==> src/lfi_pkg.sv <==
// Purpose: shared constants and types for the fault/interrupt block and its serial register port
// Assumes: one 200 MHz core clock; serial link sampled by that clock
// Notes:   offsets are byte addresses inside the control register space

// ****************************************
// package
// ****************************************
package lfi_pkg;

  // register offsets
  localparam logic [7:0] ADDR_SW_CTRL  = 8'h00;
  localparam logic [7:0] ADDR_DISPLAY  = 8'h01;
  localparam logic [7:0] ADDR_CLOCK    = 8'h10;
  localparam logic [7:0] ADDR_BOOST    = 8'h16;
  localparam logic [7:0] ADDR_MASK     = 8'h40;
  localparam logic [7:0] ADDR_LATCH    = 8'h41;
  localparam logic [7:0] ADDR_STATUS   = 8'h42;
  localparam logic [7:0] ADDR_VERSION  = 8'hFF;

  // last valid address of each memory
  localparam logic [7:0] LIMIT_CTRL    = 8'hFF;
  localparam logic [7:0] LIMIT_PATTERN = 8'hEF;

  // field positions
  localparam int BIT_EN          = 0;
  localparam int BIT_FIRST_PATTERN_CLEAR        = 1;
  localparam int BIT_SECOND_PATTERN_CLEAR        = 2;
  localparam int BIT_SOFT_RESET  = 7;
  localparam int BIT_INTERNAL_REFERENCE_SELECT      = 4;
  localparam int BIT_BOOST_ON    = 7;
  localparam int BIT_STEP        = 4;
  localparam int BIT_DONE        = 5;

  // values after reset
  localparam logic [7:0] RST_SW_CTRL = 8'h00;
  localparam logic [1:0] RST_DISPLAY = 2'h0;
  localparam logic [3:0] RST_VOUT    = 4'hA;
  localparam logic [7:0] RST_MASK    = 8'h00;
  localparam logic [7:0] RST_LATCH   = 8'h00;

  // version code; value is arbitrary
  localparam logic [3:0] VERSION_ID  = 4'h3;

  // memory selected by the command byte
  localparam logic [1:0] SEL_CTRL = 2'h0;
  localparam logic [1:0] SEL_PAT1 = 2'h1;
  localparam logic [1:0] SEL_PAT2 = 2'h2;
  localparam logic [1:0] SEL_NONE = 2'h3;

  // frame phases, gray coded
  typedef enum logic [1:0] {
    PH_CMD  = 2'b00,
    PH_ADDR = 2'b01,
    PH_DATA = 2'b11
  } lfi_phase_t;

  // live fault conditions from the analog side
  typedef struct packed {
    logic uvlo;
    logic boost_good;
    logic row_ground_fault;
    logic ref_short;
    logic ref_open;
    logic overheat;
    logic overvoltage;
  } lfi_fault_t;

  // one received byte
  typedef struct packed {
    logic       valid;
    logic [7:0] data;
  } lfi_rx_t;

endpackage

==> src/lfi_fault_irq.sv <==
// Purpose: protection, interrupt latch and serial register access of the display driver
// Assumes: fault inputs and power_down_n are asynchronous; scroll pulses are on clock
// Notes:   pattern bytes live in lfi_pattern_ram, bit timing in lfi_spi_link
//
// Summary of operation
// - control addresses 00..FF valid; pattern writes above EF are dropped
// - pointer steps by one per byte written or read
// - pointer wraps to zero past the last address of its memory
// - link clock idles low; sample on rise, launch on fall
// - bytes after the first in a frame go to consecutive addresses
// - mask bits from 0: ov, heat, open, short, step, done, row, boost ok
// - latch bits set on events and clear only by reading the latch
// - no latch bit sets while its mask bit is zero
// - status shows live ov, heat, open, short and boost-ok conditions, not row short or undervoltage; reads change nothing
// - overvoltage stops boost, sets status, latches event if enabled
// - overheat clears enable and boost enable, latches event if enabled
// - cooling clears heat status, latches again, no automatic restart
// - while overheated, boost and mirrors stay off whatever software writes
// - open reference with external source stops mirrors only, latches event
// - shorted reference with external source stops mirrors only, latches event
// - row short stops mirrors, clears enable, latches event if enabled
// - boost-ok status follows target; each change latches; no power effect
// - power-down low keeps shutdown and rejects all register writes
// - shutdown floats serial data out and drives clock output low
// - undervoltage turns off boost and column drivers, regulator stays
// - scroll done and scroll step pulses feed their latch bits
// - first byte is command: even write, odd read; ctrl, pattern1, pattern2

`timescale 1ns/1ps

// ****************************************
// top
// ****************************************
module lfi_fault_irq (
  input  wire logic               clock,            // core clock 200 MHz
  input  wire logic               arst_n,           // async reset, low
  input  wire logic               power_down_n,     // shutdown pin, low
  input  wire logic               sck,              // link clock pin
  input  wire logic               mosi,             // serial data in
  input  wire logic               ss_n,             // select, low
  input  wire lfi_pkg::lfi_fault_t faults,          // live fault levels
  input  wire logic               scroll_step,      // step pulse
  input  wire logic               scroll_done,      // scroll end pulse
  input  wire logic               clock_output_pin_src,       // clock to forward
  output logic                    miso,             // serial data out
  output logic                    miso_oe_n,        // miso enable, low
  output logic                    int_n,            // interrupt, low
  output logic                    boost_run,        // boost converter on
  output logic                    mirror_run,       // mirrors and columns on
  output logic                    clock_output_pin, // forwarded clock
  output logic [1:0]              display_select,   // shown pattern
  output logic [3:0]              boost_target_level, // boost setpoint
  output logic [1:0]              pattern_clear     // clear pulses
);

  // ****************************************
  // synchronisers and edges
  // ****************************************
  lfi_pkg::lfi_fault_t f_m, f_s, f_d;
  logic pd_m, pd_s, open_d, short_d;

  // two flops before any logic looks at a fault or power-down pin
  always_ff @(posedge clock or negedge arst_n) begin
    if (!arst_n) begin
      f_m  <= '0;
      f_s  <= '0;
      f_d  <= '0;
      pd_m <= 1'b0;
      pd_s <= 1'b0;
    end else begin
      f_m  <= faults;
      f_s  <= f_m;
      f_d  <= f_s;
      pd_m <= power_down_n;
      pd_s <= pd_m;
    end
  end

  // ****************************************
  // registers and link state
  // ****************************************
  logic              en_reg, en_next, internal_reference_select_reg, internal_reference_select_next;
  logic              boost_on_reg, boost_on_next;
  logic [1:0]        disp_reg, disp_next;
  logic [3:0]        vout_reg, vout_next;
  logic [7:0]        mask_reg, mask_next, latch_reg, latch_next;
  logic [7:0]        ptr_reg, ptr_next, ctrl_rd_reg, mem_rdata;
  logic [1:0]        sel_reg, sel_next, clr_reg, clr_next;
  logic              rd_reg, rd_next;
  lfi_pkg::lfi_phase_t ph_reg, ph_next;
  lfi_pkg::lfi_rx_t  rx;
  logic              tx_taken, frame_on;

  // ****************************************
  // decode
  // ****************************************
  // wrap point of the selected memory
  function automatic logic [7:0] limit_of(input logic [1:0] sel);
    limit_of = (sel == lfi_pkg::SEL_CTRL) ? lfi_pkg::LIMIT_CTRL : lfi_pkg::LIMIT_PATTERN;
  endfunction

  // command byte: bit 0 read, bits 2:1 memory
  function automatic logic [1:0] sel_of(input logic [7:0] cmd);
    sel_of = (cmd[7:3] != 5'd0 || cmd[2:1] == 2'd3) ? lfi_pkg::SEL_NONE : cmd[2:1];
  endfunction

  wire pwr_on    = pd_s;
  wire in_data   = (ph_reg == lfi_pkg::PH_DATA);
  wire wr_byte   = rx.valid && in_data && !rd_reg;
  wire byte_step = wr_byte || tx_taken;
  wire at_limit  = (ptr_reg >= limit_of(sel_reg));
  // writes beyond the pattern range and in shutdown are dropped
  wire wr_ok     = wr_byte && pwr_on && (ptr_reg <= limit_of(sel_reg));
  wire reg_we    = wr_ok && (sel_reg == lfi_pkg::SEL_CTRL);
  wire mem_we    = wr_ok && (sel_reg == lfi_pkg::SEL_PAT1 || sel_reg == lfi_pkg::SEL_PAT2);
  wire [8:0] mem_addr = {sel_reg[1], ptr_reg};
  wire tx_arm    = in_data && rd_reg;
  wire [7:0] tx_byte = (sel_reg == lfi_pkg::SEL_CTRL) ? ctrl_rd_reg :
                       (sel_reg == lfi_pkg::SEL_NONE) ? 8'h00 : mem_rdata;
  wire [7:0] wdata   = rx.data;

  // reference faults count only with device on and external reference
  wire open_q  = f_s.ref_open & en_reg & ~internal_reference_select_reg;
  wire short_q = f_s.ref_short & en_reg & ~internal_reference_select_reg;

  // events in mask bit order
  wire [7:0] events = {f_s.boost_good ^ f_d.boost_good,
                       f_s.row_ground_fault & ~f_d.row_ground_fault,
                       scroll_done,
                       scroll_step,
                       short_q & ~short_d,
                       open_q & ~open_d,
                       f_s.overheat ^ f_d.overheat,
                       f_s.overvoltage & ~f_d.overvoltage};
  // live status, no read side effect
  wire [7:0] status = {f_s.boost_good, 3'b000, short_q, open_q, f_s.overheat, f_s.overvoltage};
  // only the bits actually delivered are cleared
  wire [7:0] latch_clr = (tx_taken && sel_reg == lfi_pkg::SEL_CTRL && ptr_reg == lfi_pkg::ADDR_LATCH)
                         ? tx_byte : 8'h00;
  wire soft_rst = reg_we && ptr_reg == lfi_pkg::ADDR_SW_CTRL && wdata[lfi_pkg::BIT_SOFT_RESET];

  // read mux of the control space
  function automatic logic [7:0] ctrl_rd(input logic [7:0] a, input logic [7:0] st,
                                         input logic [7:0] lt, input logic [7:0] mk);
    case (a)
      lfi_pkg::ADDR_SW_CTRL: ctrl_rd = {7'h00, en_reg};
      lfi_pkg::ADDR_DISPLAY: ctrl_rd = {6'h00, disp_reg};
      lfi_pkg::ADDR_CLOCK:   ctrl_rd = {3'h0, internal_reference_select_reg, 4'h0};
      lfi_pkg::ADDR_BOOST:   ctrl_rd = {boost_on_reg, 3'h0, vout_reg};
      lfi_pkg::ADDR_MASK:    ctrl_rd = mk;
      lfi_pkg::ADDR_LATCH:   ctrl_rd = lt;
      lfi_pkg::ADDR_STATUS:  ctrl_rd = st;
      lfi_pkg::ADDR_VERSION: ctrl_rd = {4'h0, lfi_pkg::VERSION_ID};
      default:               ctrl_rd = 8'h00;
    endcase
  endfunction

  // ****************************************
  // frame sequencing
  // ****************************************
  // command, address, then data bytes to consecutive addresses
  always_comb begin
    ph_next  = ph_reg;
    sel_next = sel_reg;
    rd_next  = rd_reg;
    ptr_next = ptr_reg;
    if (!frame_on) begin
      ph_next = lfi_pkg::PH_CMD;
    end else begin
      case (ph_reg)
        lfi_pkg::PH_CMD: begin
          if (rx.valid) begin
            sel_next = sel_of(rx.data);
            rd_next  = rx.data[0];
            ph_next  = lfi_pkg::PH_ADDR;
          end
        end
        lfi_pkg::PH_ADDR: begin
          if (rx.valid) begin
            ptr_next = rx.data;
            ph_next  = lfi_pkg::PH_DATA;
          end
        end
        lfi_pkg::PH_DATA: begin
          if (byte_step) begin
            ptr_next = at_limit ? 8'h00 : ptr_reg + 8'h01;
          end
        end
        default: ph_next = lfi_pkg::PH_CMD;
      endcase
    end
  end

  // ****************************************
  // register writes and hardware actions
  // ****************************************
  always_comb begin
    en_next       = en_reg;
    disp_next     = disp_reg;
    internal_reference_select_next   = internal_reference_select_reg;
    boost_on_next = boost_on_reg;
    vout_next     = vout_reg;
    mask_next     = mask_reg;
    clr_next      = 2'b00;
    if (soft_rst) begin
      en_next       = lfi_pkg::RST_SW_CTRL[lfi_pkg::BIT_EN];
      disp_next     = lfi_pkg::RST_DISPLAY;
      internal_reference_select_next   = 1'b0;
      boost_on_next = 1'b0;
      vout_next     = lfi_pkg::RST_VOUT;
      mask_next     = lfi_pkg::RST_MASK;
    end else if (reg_we) begin
      case (ptr_reg)
        lfi_pkg::ADDR_SW_CTRL: begin
          en_next  = wdata[lfi_pkg::BIT_EN];
          clr_next = {wdata[lfi_pkg::BIT_SECOND_PATTERN_CLEAR], wdata[lfi_pkg::BIT_FIRST_PATTERN_CLEAR]};
        end
        lfi_pkg::ADDR_DISPLAY: disp_next   = wdata[1:0];
        lfi_pkg::ADDR_CLOCK:   internal_reference_select_next = wdata[lfi_pkg::BIT_INTERNAL_REFERENCE_SELECT];
        lfi_pkg::ADDR_BOOST: begin
          boost_on_next = wdata[lfi_pkg::BIT_BOOST_ON];
          vout_next     = wdata[3:0];
        end
        lfi_pkg::ADDR_MASK:    mask_next   = wdata;
        default:               mask_next   = mask_reg;
      endcase
    end
    // hardware clears win over a same-cycle write; no automatic restart
    if (f_s.overvoltage & ~f_d.overvoltage) boost_on_next = 1'b0;
    // held while hot so a write made during overheat cannot restart anything on cooling
    if (f_s.overheat) begin
      en_next       = 1'b0;
      boost_on_next = 1'b0;
    end
    if (f_s.row_ground_fault & ~f_d.row_ground_fault) en_next = 1'b0;
    // set wins over read clear
    latch_next = (latch_reg & ~latch_clr) | (events & mask_reg);
  end

  // state flops
  always_ff @(posedge clock or negedge arst_n) begin
    if (!arst_n) begin
      ph_reg       <= lfi_pkg::PH_CMD;
      sel_reg      <= lfi_pkg::SEL_CTRL;
      rd_reg       <= 1'b0;
      ptr_reg      <= 8'h00;
      en_reg       <= lfi_pkg::RST_SW_CTRL[lfi_pkg::BIT_EN];
      disp_reg     <= lfi_pkg::RST_DISPLAY;
      internal_reference_select_reg   <= 1'b0;
      boost_on_reg <= 1'b0;
      vout_reg     <= lfi_pkg::RST_VOUT;
      mask_reg     <= lfi_pkg::RST_MASK;
      latch_reg    <= lfi_pkg::RST_LATCH;
      clr_reg      <= 2'b00;
      open_d       <= 1'b0;
      short_d      <= 1'b0;
      ctrl_rd_reg  <= 8'h00;
    end else begin
      ph_reg       <= ph_next;
      sel_reg      <= sel_next;
      rd_reg       <= rd_next;
      ptr_reg      <= ptr_next;
      en_reg       <= en_next;
      disp_reg     <= disp_next;
      internal_reference_select_reg   <= internal_reference_select_next;
      boost_on_reg <= boost_on_next;
      vout_reg     <= vout_next;
      mask_reg     <= mask_next;
      latch_reg    <= latch_next;
      clr_reg      <= clr_next;
      open_d       <= open_q;
      short_d      <= short_q;
      ctrl_rd_reg  <= ctrl_rd(ptr_reg, status, latch_reg, mask_reg);
    end
  end

  // ****************************************
  // outputs
  // ****************************************
  // overheat, faults and undervoltage gate the power stages
  // interrupt follows latch
  always_ff @(posedge clock or negedge arst_n) begin
    if (!arst_n) begin
      int_n              <= 1'b1;
      boost_run          <= 1'b0;
      mirror_run         <= 1'b0;
      clock_output_pin   <= 1'b0;
      display_select     <= lfi_pkg::RST_DISPLAY;
      boost_target_level <= lfi_pkg::RST_VOUT;
      pattern_clear      <= 2'b00;
    end else begin
      int_n              <= ~|latch_next;
      boost_run          <= pwr_on & boost_on_reg & ~f_s.overheat & ~f_s.overvoltage & ~f_s.uvlo;
      mirror_run         <= pwr_on & en_reg & ~f_s.overheat & ~open_q & ~short_q
                            & ~f_s.row_ground_fault & ~f_s.uvlo;
      clock_output_pin   <= pwr_on & clock_output_pin_src;
      display_select     <= disp_reg;
      boost_target_level <= vout_reg;
      pattern_clear      <= clr_reg;
    end
  end

  // ****************************************
  // submodules
  // ****************************************
  lfi_spi_link u_link (
    .clock     (clock),
    .arst_n    (arst_n),
    .sck       (sck),
    .mosi      (mosi),
    .ss_n      (ss_n),
    .shutdown  (~pwr_on),
    .tx_arm    (tx_arm),
    .tx_byte   (tx_byte),
    .rx        (rx),
    .tx_taken  (tx_taken),
    .frame_on  (frame_on),
    .miso      (miso),
    .miso_oe_n (miso_oe_n)
  );

  lfi_pattern_ram u_ram (
    .clock  (clock),
    .arst_n (arst_n),
    .we     (mem_we),
    .waddr  (mem_addr),
    .wdata  (wdata),
    .raddr  (mem_addr),
    .rdata  (mem_rdata)
  );
endmodule

==> src/lfi_pattern_ram.sv <==
// Purpose: byte store for both display patterns
// Assumes: one write port, one read port, same clock
// Notes:   array has no reset; read data come from a register

`timescale 1ns/1ps

// ****************************************
// pattern store
// ****************************************
module lfi_pattern_ram (
  input  wire logic       clock,  // core clock
  input  wire logic       arst_n, // async reset, low
  input  wire logic       we,     // write strobe
  input  wire logic [8:0] waddr,  // pattern bit + byte address
  input  wire logic [7:0] wdata,  // write byte
  input  wire logic [8:0] raddr,  // read address
  output logic      [7:0] rdata   // registered read byte
);

  logic [7:0] mem [0:511];

  // write port
  always_ff @(posedge clock) begin
    if (we) begin
      mem[waddr] <= wdata;
    end
  end

  // read port, one cycle latency
  always_ff @(posedge clock or negedge arst_n) begin
    if (!arst_n) begin
      rdata <= 8'h00;
    end else begin
      rdata <= mem[raddr];
    end
  end

endmodule

==> src/lfi_spi_link.sv <==
// Purpose: serial link bit engine, sampled by the core clock
// Assumes: link clock idles low and runs far below the core clock
// Notes:   miso launch needs tx_byte stable three cycles after rx pulse

`timescale 1ns/1ps

// ****************************************
// link engine
// ****************************************
module lfi_spi_link (
  input  wire logic       clock,     // core clock
  input  wire logic       arst_n,    // async reset, low
  input  wire logic       sck,       // link clock pin
  input  wire logic       mosi,      // serial data in pin
  input  wire logic       ss_n,      // select pin, low
  input  wire logic       shutdown,  // power down level
  input  wire logic       tx_arm,    // read data wanted
  input  wire logic [7:0] tx_byte,   // byte to launch
  output lfi_pkg::lfi_rx_t rx,       // received byte pulse
  output logic            tx_taken,  // tx_byte loaded
  output logic            frame_on,  // select active
  output logic            miso,      // serial data out
  output logic            miso_oe_n  // output enable, low
);

  logic       sck_m, sck_s, sck_d, mosi_m, mosi_s, ss_m, ss_s;
  logic [2:0] bit_reg;
  logic [7:0] rsh_reg, tsh_reg;
  wire        rise = sck_s & ~sck_d & ~ss_s;
  wire        fall = ~sck_s & sck_d & ~ss_s;
  wire        load = fall && (bit_reg == 3'd0) && tx_arm;

  // two flops on every pin before use
  always_ff @(posedge clock or negedge arst_n) begin
    if (!arst_n) begin
      {sck_m, sck_s, sck_d, mosi_m, mosi_s} <= 5'h00;
      {ss_m, ss_s}                          <= 2'h3;
    end else begin
      {sck_m, sck_s, sck_d} <= {sck, sck_m, sck_s};
      {mosi_m, mosi_s}      <= {mosi, mosi_m};
      {ss_m, ss_s}          <= {ss_n, ss_m};
    end
  end

  // sample on rising edge, msb first
  always_ff @(posedge clock or negedge arst_n) begin
    if (!arst_n) begin
      bit_reg <= 3'd0;
      rsh_reg <= 8'h00;
      rx      <= '0;
    end else begin
      rx.valid <= 1'b0;
      if (ss_s) begin
        bit_reg <= 3'd0;
      end else if (rise) begin
        rsh_reg  <= {rsh_reg[6:0], mosi_s};
        bit_reg  <= bit_reg + 3'd1;
        rx.valid <= (bit_reg == 3'd7);
        rx.data  <= {rsh_reg[6:0], mosi_s};
      end
    end
  end

  // launch on falling edge; tri-state in shutdown
  always_ff @(posedge clock or negedge arst_n) begin
    if (!arst_n) begin
      tsh_reg   <= 8'h00;
      miso      <= 1'b0;
      tx_taken  <= 1'b0;
      frame_on  <= 1'b0;
      miso_oe_n <= 1'b1;
    end else begin
      tx_taken  <= load;
      frame_on  <= ~ss_s;
      miso_oe_n <= ss_s | shutdown;
      if (load) begin
        miso    <= tx_byte[7];
        tsh_reg <= {tx_byte[6:0], 1'b0};
      end else if (fall) begin
        miso    <= tsh_reg[7];
        tsh_reg <= {tsh_reg[6:0], 1'b0};
      end
    end
  end
endmodule
==> config.mk <==
export PLATFORM = sky130hd
export DESIGN_NAME = lfi_fault_irq
export DESIGN_NICKNAME = d
export VERILOG_FILES = /design/src/lfi_pkg.sv /design/src/lfi_fault_irq.sv /design/src/lfi_pattern_ram.sv /design/src/lfi_spi_link.sv
export SDC_FILE = /design/constraint.sdc
export NUM_CORES = 2
export LEC_CHECK = 0
export BUFFER_PORTS_ARGS = -buffer_cell sky130_fd_sc_hd__buf_2
export CAP_MARGIN = 20
export CORE_UTILIZATION = 45
export DETAILED_ROUTE_END_ITERATION = 7
export PLACE_DENSITY = 0.59
export SLEW_MARGIN = 20
export SYNTH_ARGS = -nofsm -noshare
export SYNTH_HDL_FRONTEND = slang
export SYNTH_SLANG_ARGS = --single-unit
==> constraint.sdc <==
create_clock -name clock -period 7.1 [get_ports clock]
set_input_delay 0.355 -clock clock [delete_from_list [all_inputs] [get_ports clock]]
set_output_delay 0.355 -clock clock [all_outputs]
set_load 0.02 [all_outputs]
==> results.sh <==
export IMPL_status="finished, violations left"
export IMPL_violations="negative hold slack"
export IMPL_cts_tree="built"
export IMPL_ant_nets=0
export IMPL_netSwitchingFraction=0.225
export IMPL_drive_gt1_frac=0.242
export IMPL_finalSetupTns_ps=0
export IMPL_cts_hold_buf=26
export IMPL_cp_num_buf_inv=1
export IMPL_p_per_area_nw_per_um2=299
export IMPL_grt_pass1_wl_um=654000
export IMPL_fin_crit_sh=0.793
export IMPL_largest_register_ffs=4096
export IMPL_seq_area_frac_synth=0.772
export IMPL_grt_max_degree=179
export IMPL_ys_top_cells_by_area="edfxtp_1, mux4_2, dfrtp_1"
export IMPL_cp_max_fo=29
export IMPL_overflow=0
export IMPL_rsz0062_at_grt="false"
export IMPL_reg2reg_from="ptr_reg[1]"
export IMPL_netlist_area_um2=163000
export IMPL_yosysUniqueCellTypes=83
export IMPL_antenna_found_initial=25
export IMPL_clk_path_buf_depth=4
export IMPL_fin_worst_skew_ps=51.7
export IMPL_cts_buffers=427
export IMPL_die_area_um2=365000
export IMPL_postLayoutCoreUtil=0.510
export IMPL_io_pins=30
export IMPL_synth_area_mux_share=0.151
export IMPL_htreeDepth=5
export IMPL_fin_area_um2=184000
export IMPL_start_util=0.454
export IMPL_p_seq_frac=0.540
export IMPL_synth_compound_area_share=0.0285
export IMPL_criticalPathCategory="flop to flop"
export IMPL_setup_slack_ps=1470
export IMPL_largest_register="u_ram.mem"
export IMPL_synth_top_family_by_area="multiplexers"
export IMPL_p_int_mw=42.6
export IMPL_p_clk_frac=0.412
export IMPL_insertion_delay_ps=1030
export IMPL_holdWs_ps=-11.1
export IMPL_cts_root_buffer="clkbuf_16"
export IMPL_cp_top_family="simple AND/OR/NAND/NOR gates"
export IMPL_die_x_um=604
export IMPL_gp_congestion=0.869
export IMPL_synth_simple_area_share=0.0312
export IMPL_maxCapViolations=0
export IMPL_startpoint_type="flop"
export IMPL_timing_rr_end="u_ram.mem[65][2]"
export IMPL_first_pass_iters=5
export IMPL_first_global_vias=82700
export IMPL_vias_per_cell=6.33
export IMPL_synthTopCellsByCount="edfxtp_1, mux4_2, nor2_1"
export IMPL_fmax_ghz=0.178
export IMPL_synth_ff_type="edfxtp_1"
export IMPL_netlist_instances=7749
export IMPL_ys_seq_elements=4216
export IMPL_cts_sinks=4216
export IMPL_io_buffers=29
export IMPL_vdd_drop_max_mv=0.299
export IMPL_finalCriticalPeriod_ps=5630
export IMPL_postSynthAreaPerCell_um2=21.1
export IMPL_slowest_stage="nor2_1"
export IMPL_cts_resized=0
export IMPL_yosysTopAreaCell="edfxtp_1"
export IMPL_wl_per_cell_um=35.6
export IMPL_final_net_count=8005
export IMPL_relSlewSlack=0.213
export IMPL_core_um2=360000
export IMPL_hold_path_class="primary input to async pin"
export IMPL_yosys_warnings=0
export IMPL_clkTransAtPathRegs_ps=60
export IMPL_power_frac_comb=0.048
export IMPL_synth_xor_area_frac=0.000161
export IMPL_required_ps=7710
export IMPL_worstRegToRegCells=6
export IMPL_row_count=220
export IMPL_area_delta_synth_final_pct=12.5
export IMPL_drt_wl_total_um=467000
export IMPL_hpwl_um=282000
export IMPL_syn_num_nets=7775
export IMPL_drc_errors=0
export IMPL_worstMarginPinSlew_ps=1180
export IMPL_cts_setup_buffers=0
export IMPL_placed_area_um2=169000
export IMPL_arrival_ps=6240
export IMPL_cp_end_kind="flop"
export IMPL_async_reset_ff_frac=0.0285
export IMPL_synth_fa_ha_area_frac=0.000766
export IMPL_setup_viol=0
export IMPL_num_vias=83100
export IMPL_power_leakage_nw=55.6
export IMPL_hold_violations=9
export IMPL_grtUsageTotal=0.254
export IMPL_cp_slowest_stage_delay_ps=1230
export IMPL_synth_edf_count=4096
export IMPL_drt_iter0_markers=11800
export IMPL_r2r_setup_slack_ps=1470
export IMPL_path_cells="ha_1 -> and3_1 -> o2111a_2 -> buf_4 -> nand3_2 -> nor2_1"
export IMPL_synth_top_area_frac=0.753
export IMPL_die_height_um=604
export IMPL_drv_slew=0
export IMPL_p_sw_mw=12.3
export IMPL_dpl_worst_slack_ps=1590
export IMPL_yosysMostFrequentCell="edfxtp_1"
final cells by class:
type,instances,area (um^2)
diodes,11,27.5
clock buffers,547,11500
clock inverters,253,2640
fillers,28300,176000
inverters,14,60.1
multi-input cells,3044,34900
flip-flops and latches,4216,126000
well taps,4773,5970
repair buffers,276,2560
power groups by stage:
stage               registers [mW]  logic [mW]  clock network (mW)
global placement              30.2        2.56                   0
finish                        29.7        2.64                22.7
CTS                           29.7        2.68                22.9
global route                  29.7        2.81                23.8
floorplan                     31.9      0.0473                   0
detailed placement            30.2        2.70                   0
cells in the final DEF, fill, tap and decap left out, drive strengths merged, types with 105 or more instances in the layout:
master     n
clkbuf   548
buf      249
dfrtp    112
mux4     990
edfxtp  4096
nor2     603
clkinv   175
a22oi    105
nand2    256
mux2i    195
layer usage:
metal  share of wire  routed length, um  vias up  track usage
met5         0.00020                 95        -            0
met4           0.039              18200       16       0.0923
met3           0.098              45600      796       0.0555
met2            0.46             215000     4701        0.388
met1            0.40             188000    44700        0.361
li1                -                  -    32900            -
worst reg2reg max path: stages (launching register included):
cell      delay [ps]
dfrtp_4          890
ha_1             810
and3_1           400
o2111a_2         740
buf_4            290
nand3_2          830
nor2_1          1250
worst max-delay path by stage:
stage / start / to / slack, ps / cells after the start
floorplan: u_link.rsh_reg[3] / u_ram.mem[0][3] / -450 / 0
global placement: ptr_reg[1] / u_ram.rdata[7] / 1410 / 9
detailed placement: ptr_reg[1] / u_ram.mem[65][5] / 1590 / 6
CTS: ptr_reg[1] / u_ram.mem[65][7] / 1560 / 6
global route: ptr_reg[1] / u_ram.mem[440][0] / 1310 / 7
finish: ptr_reg[1] / u_ram.mem[65][2] / 1470 / 6
logic make-up (layout without fill, tap and decap cells):
kind of cell	count (synthesis)	after routing
DFF	4216	4216
muxes	1221	1221
and+or+nand+nor	1162	1162
AOI/OAI and AO/OA	648	648
buffers and inverters	489	1090
adders and majority gates	10	10
xor gates and xnor gates	3	3
other	0	11
per-stage QoR:
| step | hold slack (ps) | std cells | power [mW] |
|---|---|---|---|
| final | -11.1 | 13100 | 55.0 |
| after global routing | 70.5 | 13100 | 56.3 |
| after CTS | 1.11 | 13100 | 55.3 |
| after detailed placement | 336 | 12300 | 32.9 |
| after global placement | 343 | 12300 | 32.7 |
| after floorplan | 59.4 | 7749 | 32.0 |
(Power assumes the default switching activity.)
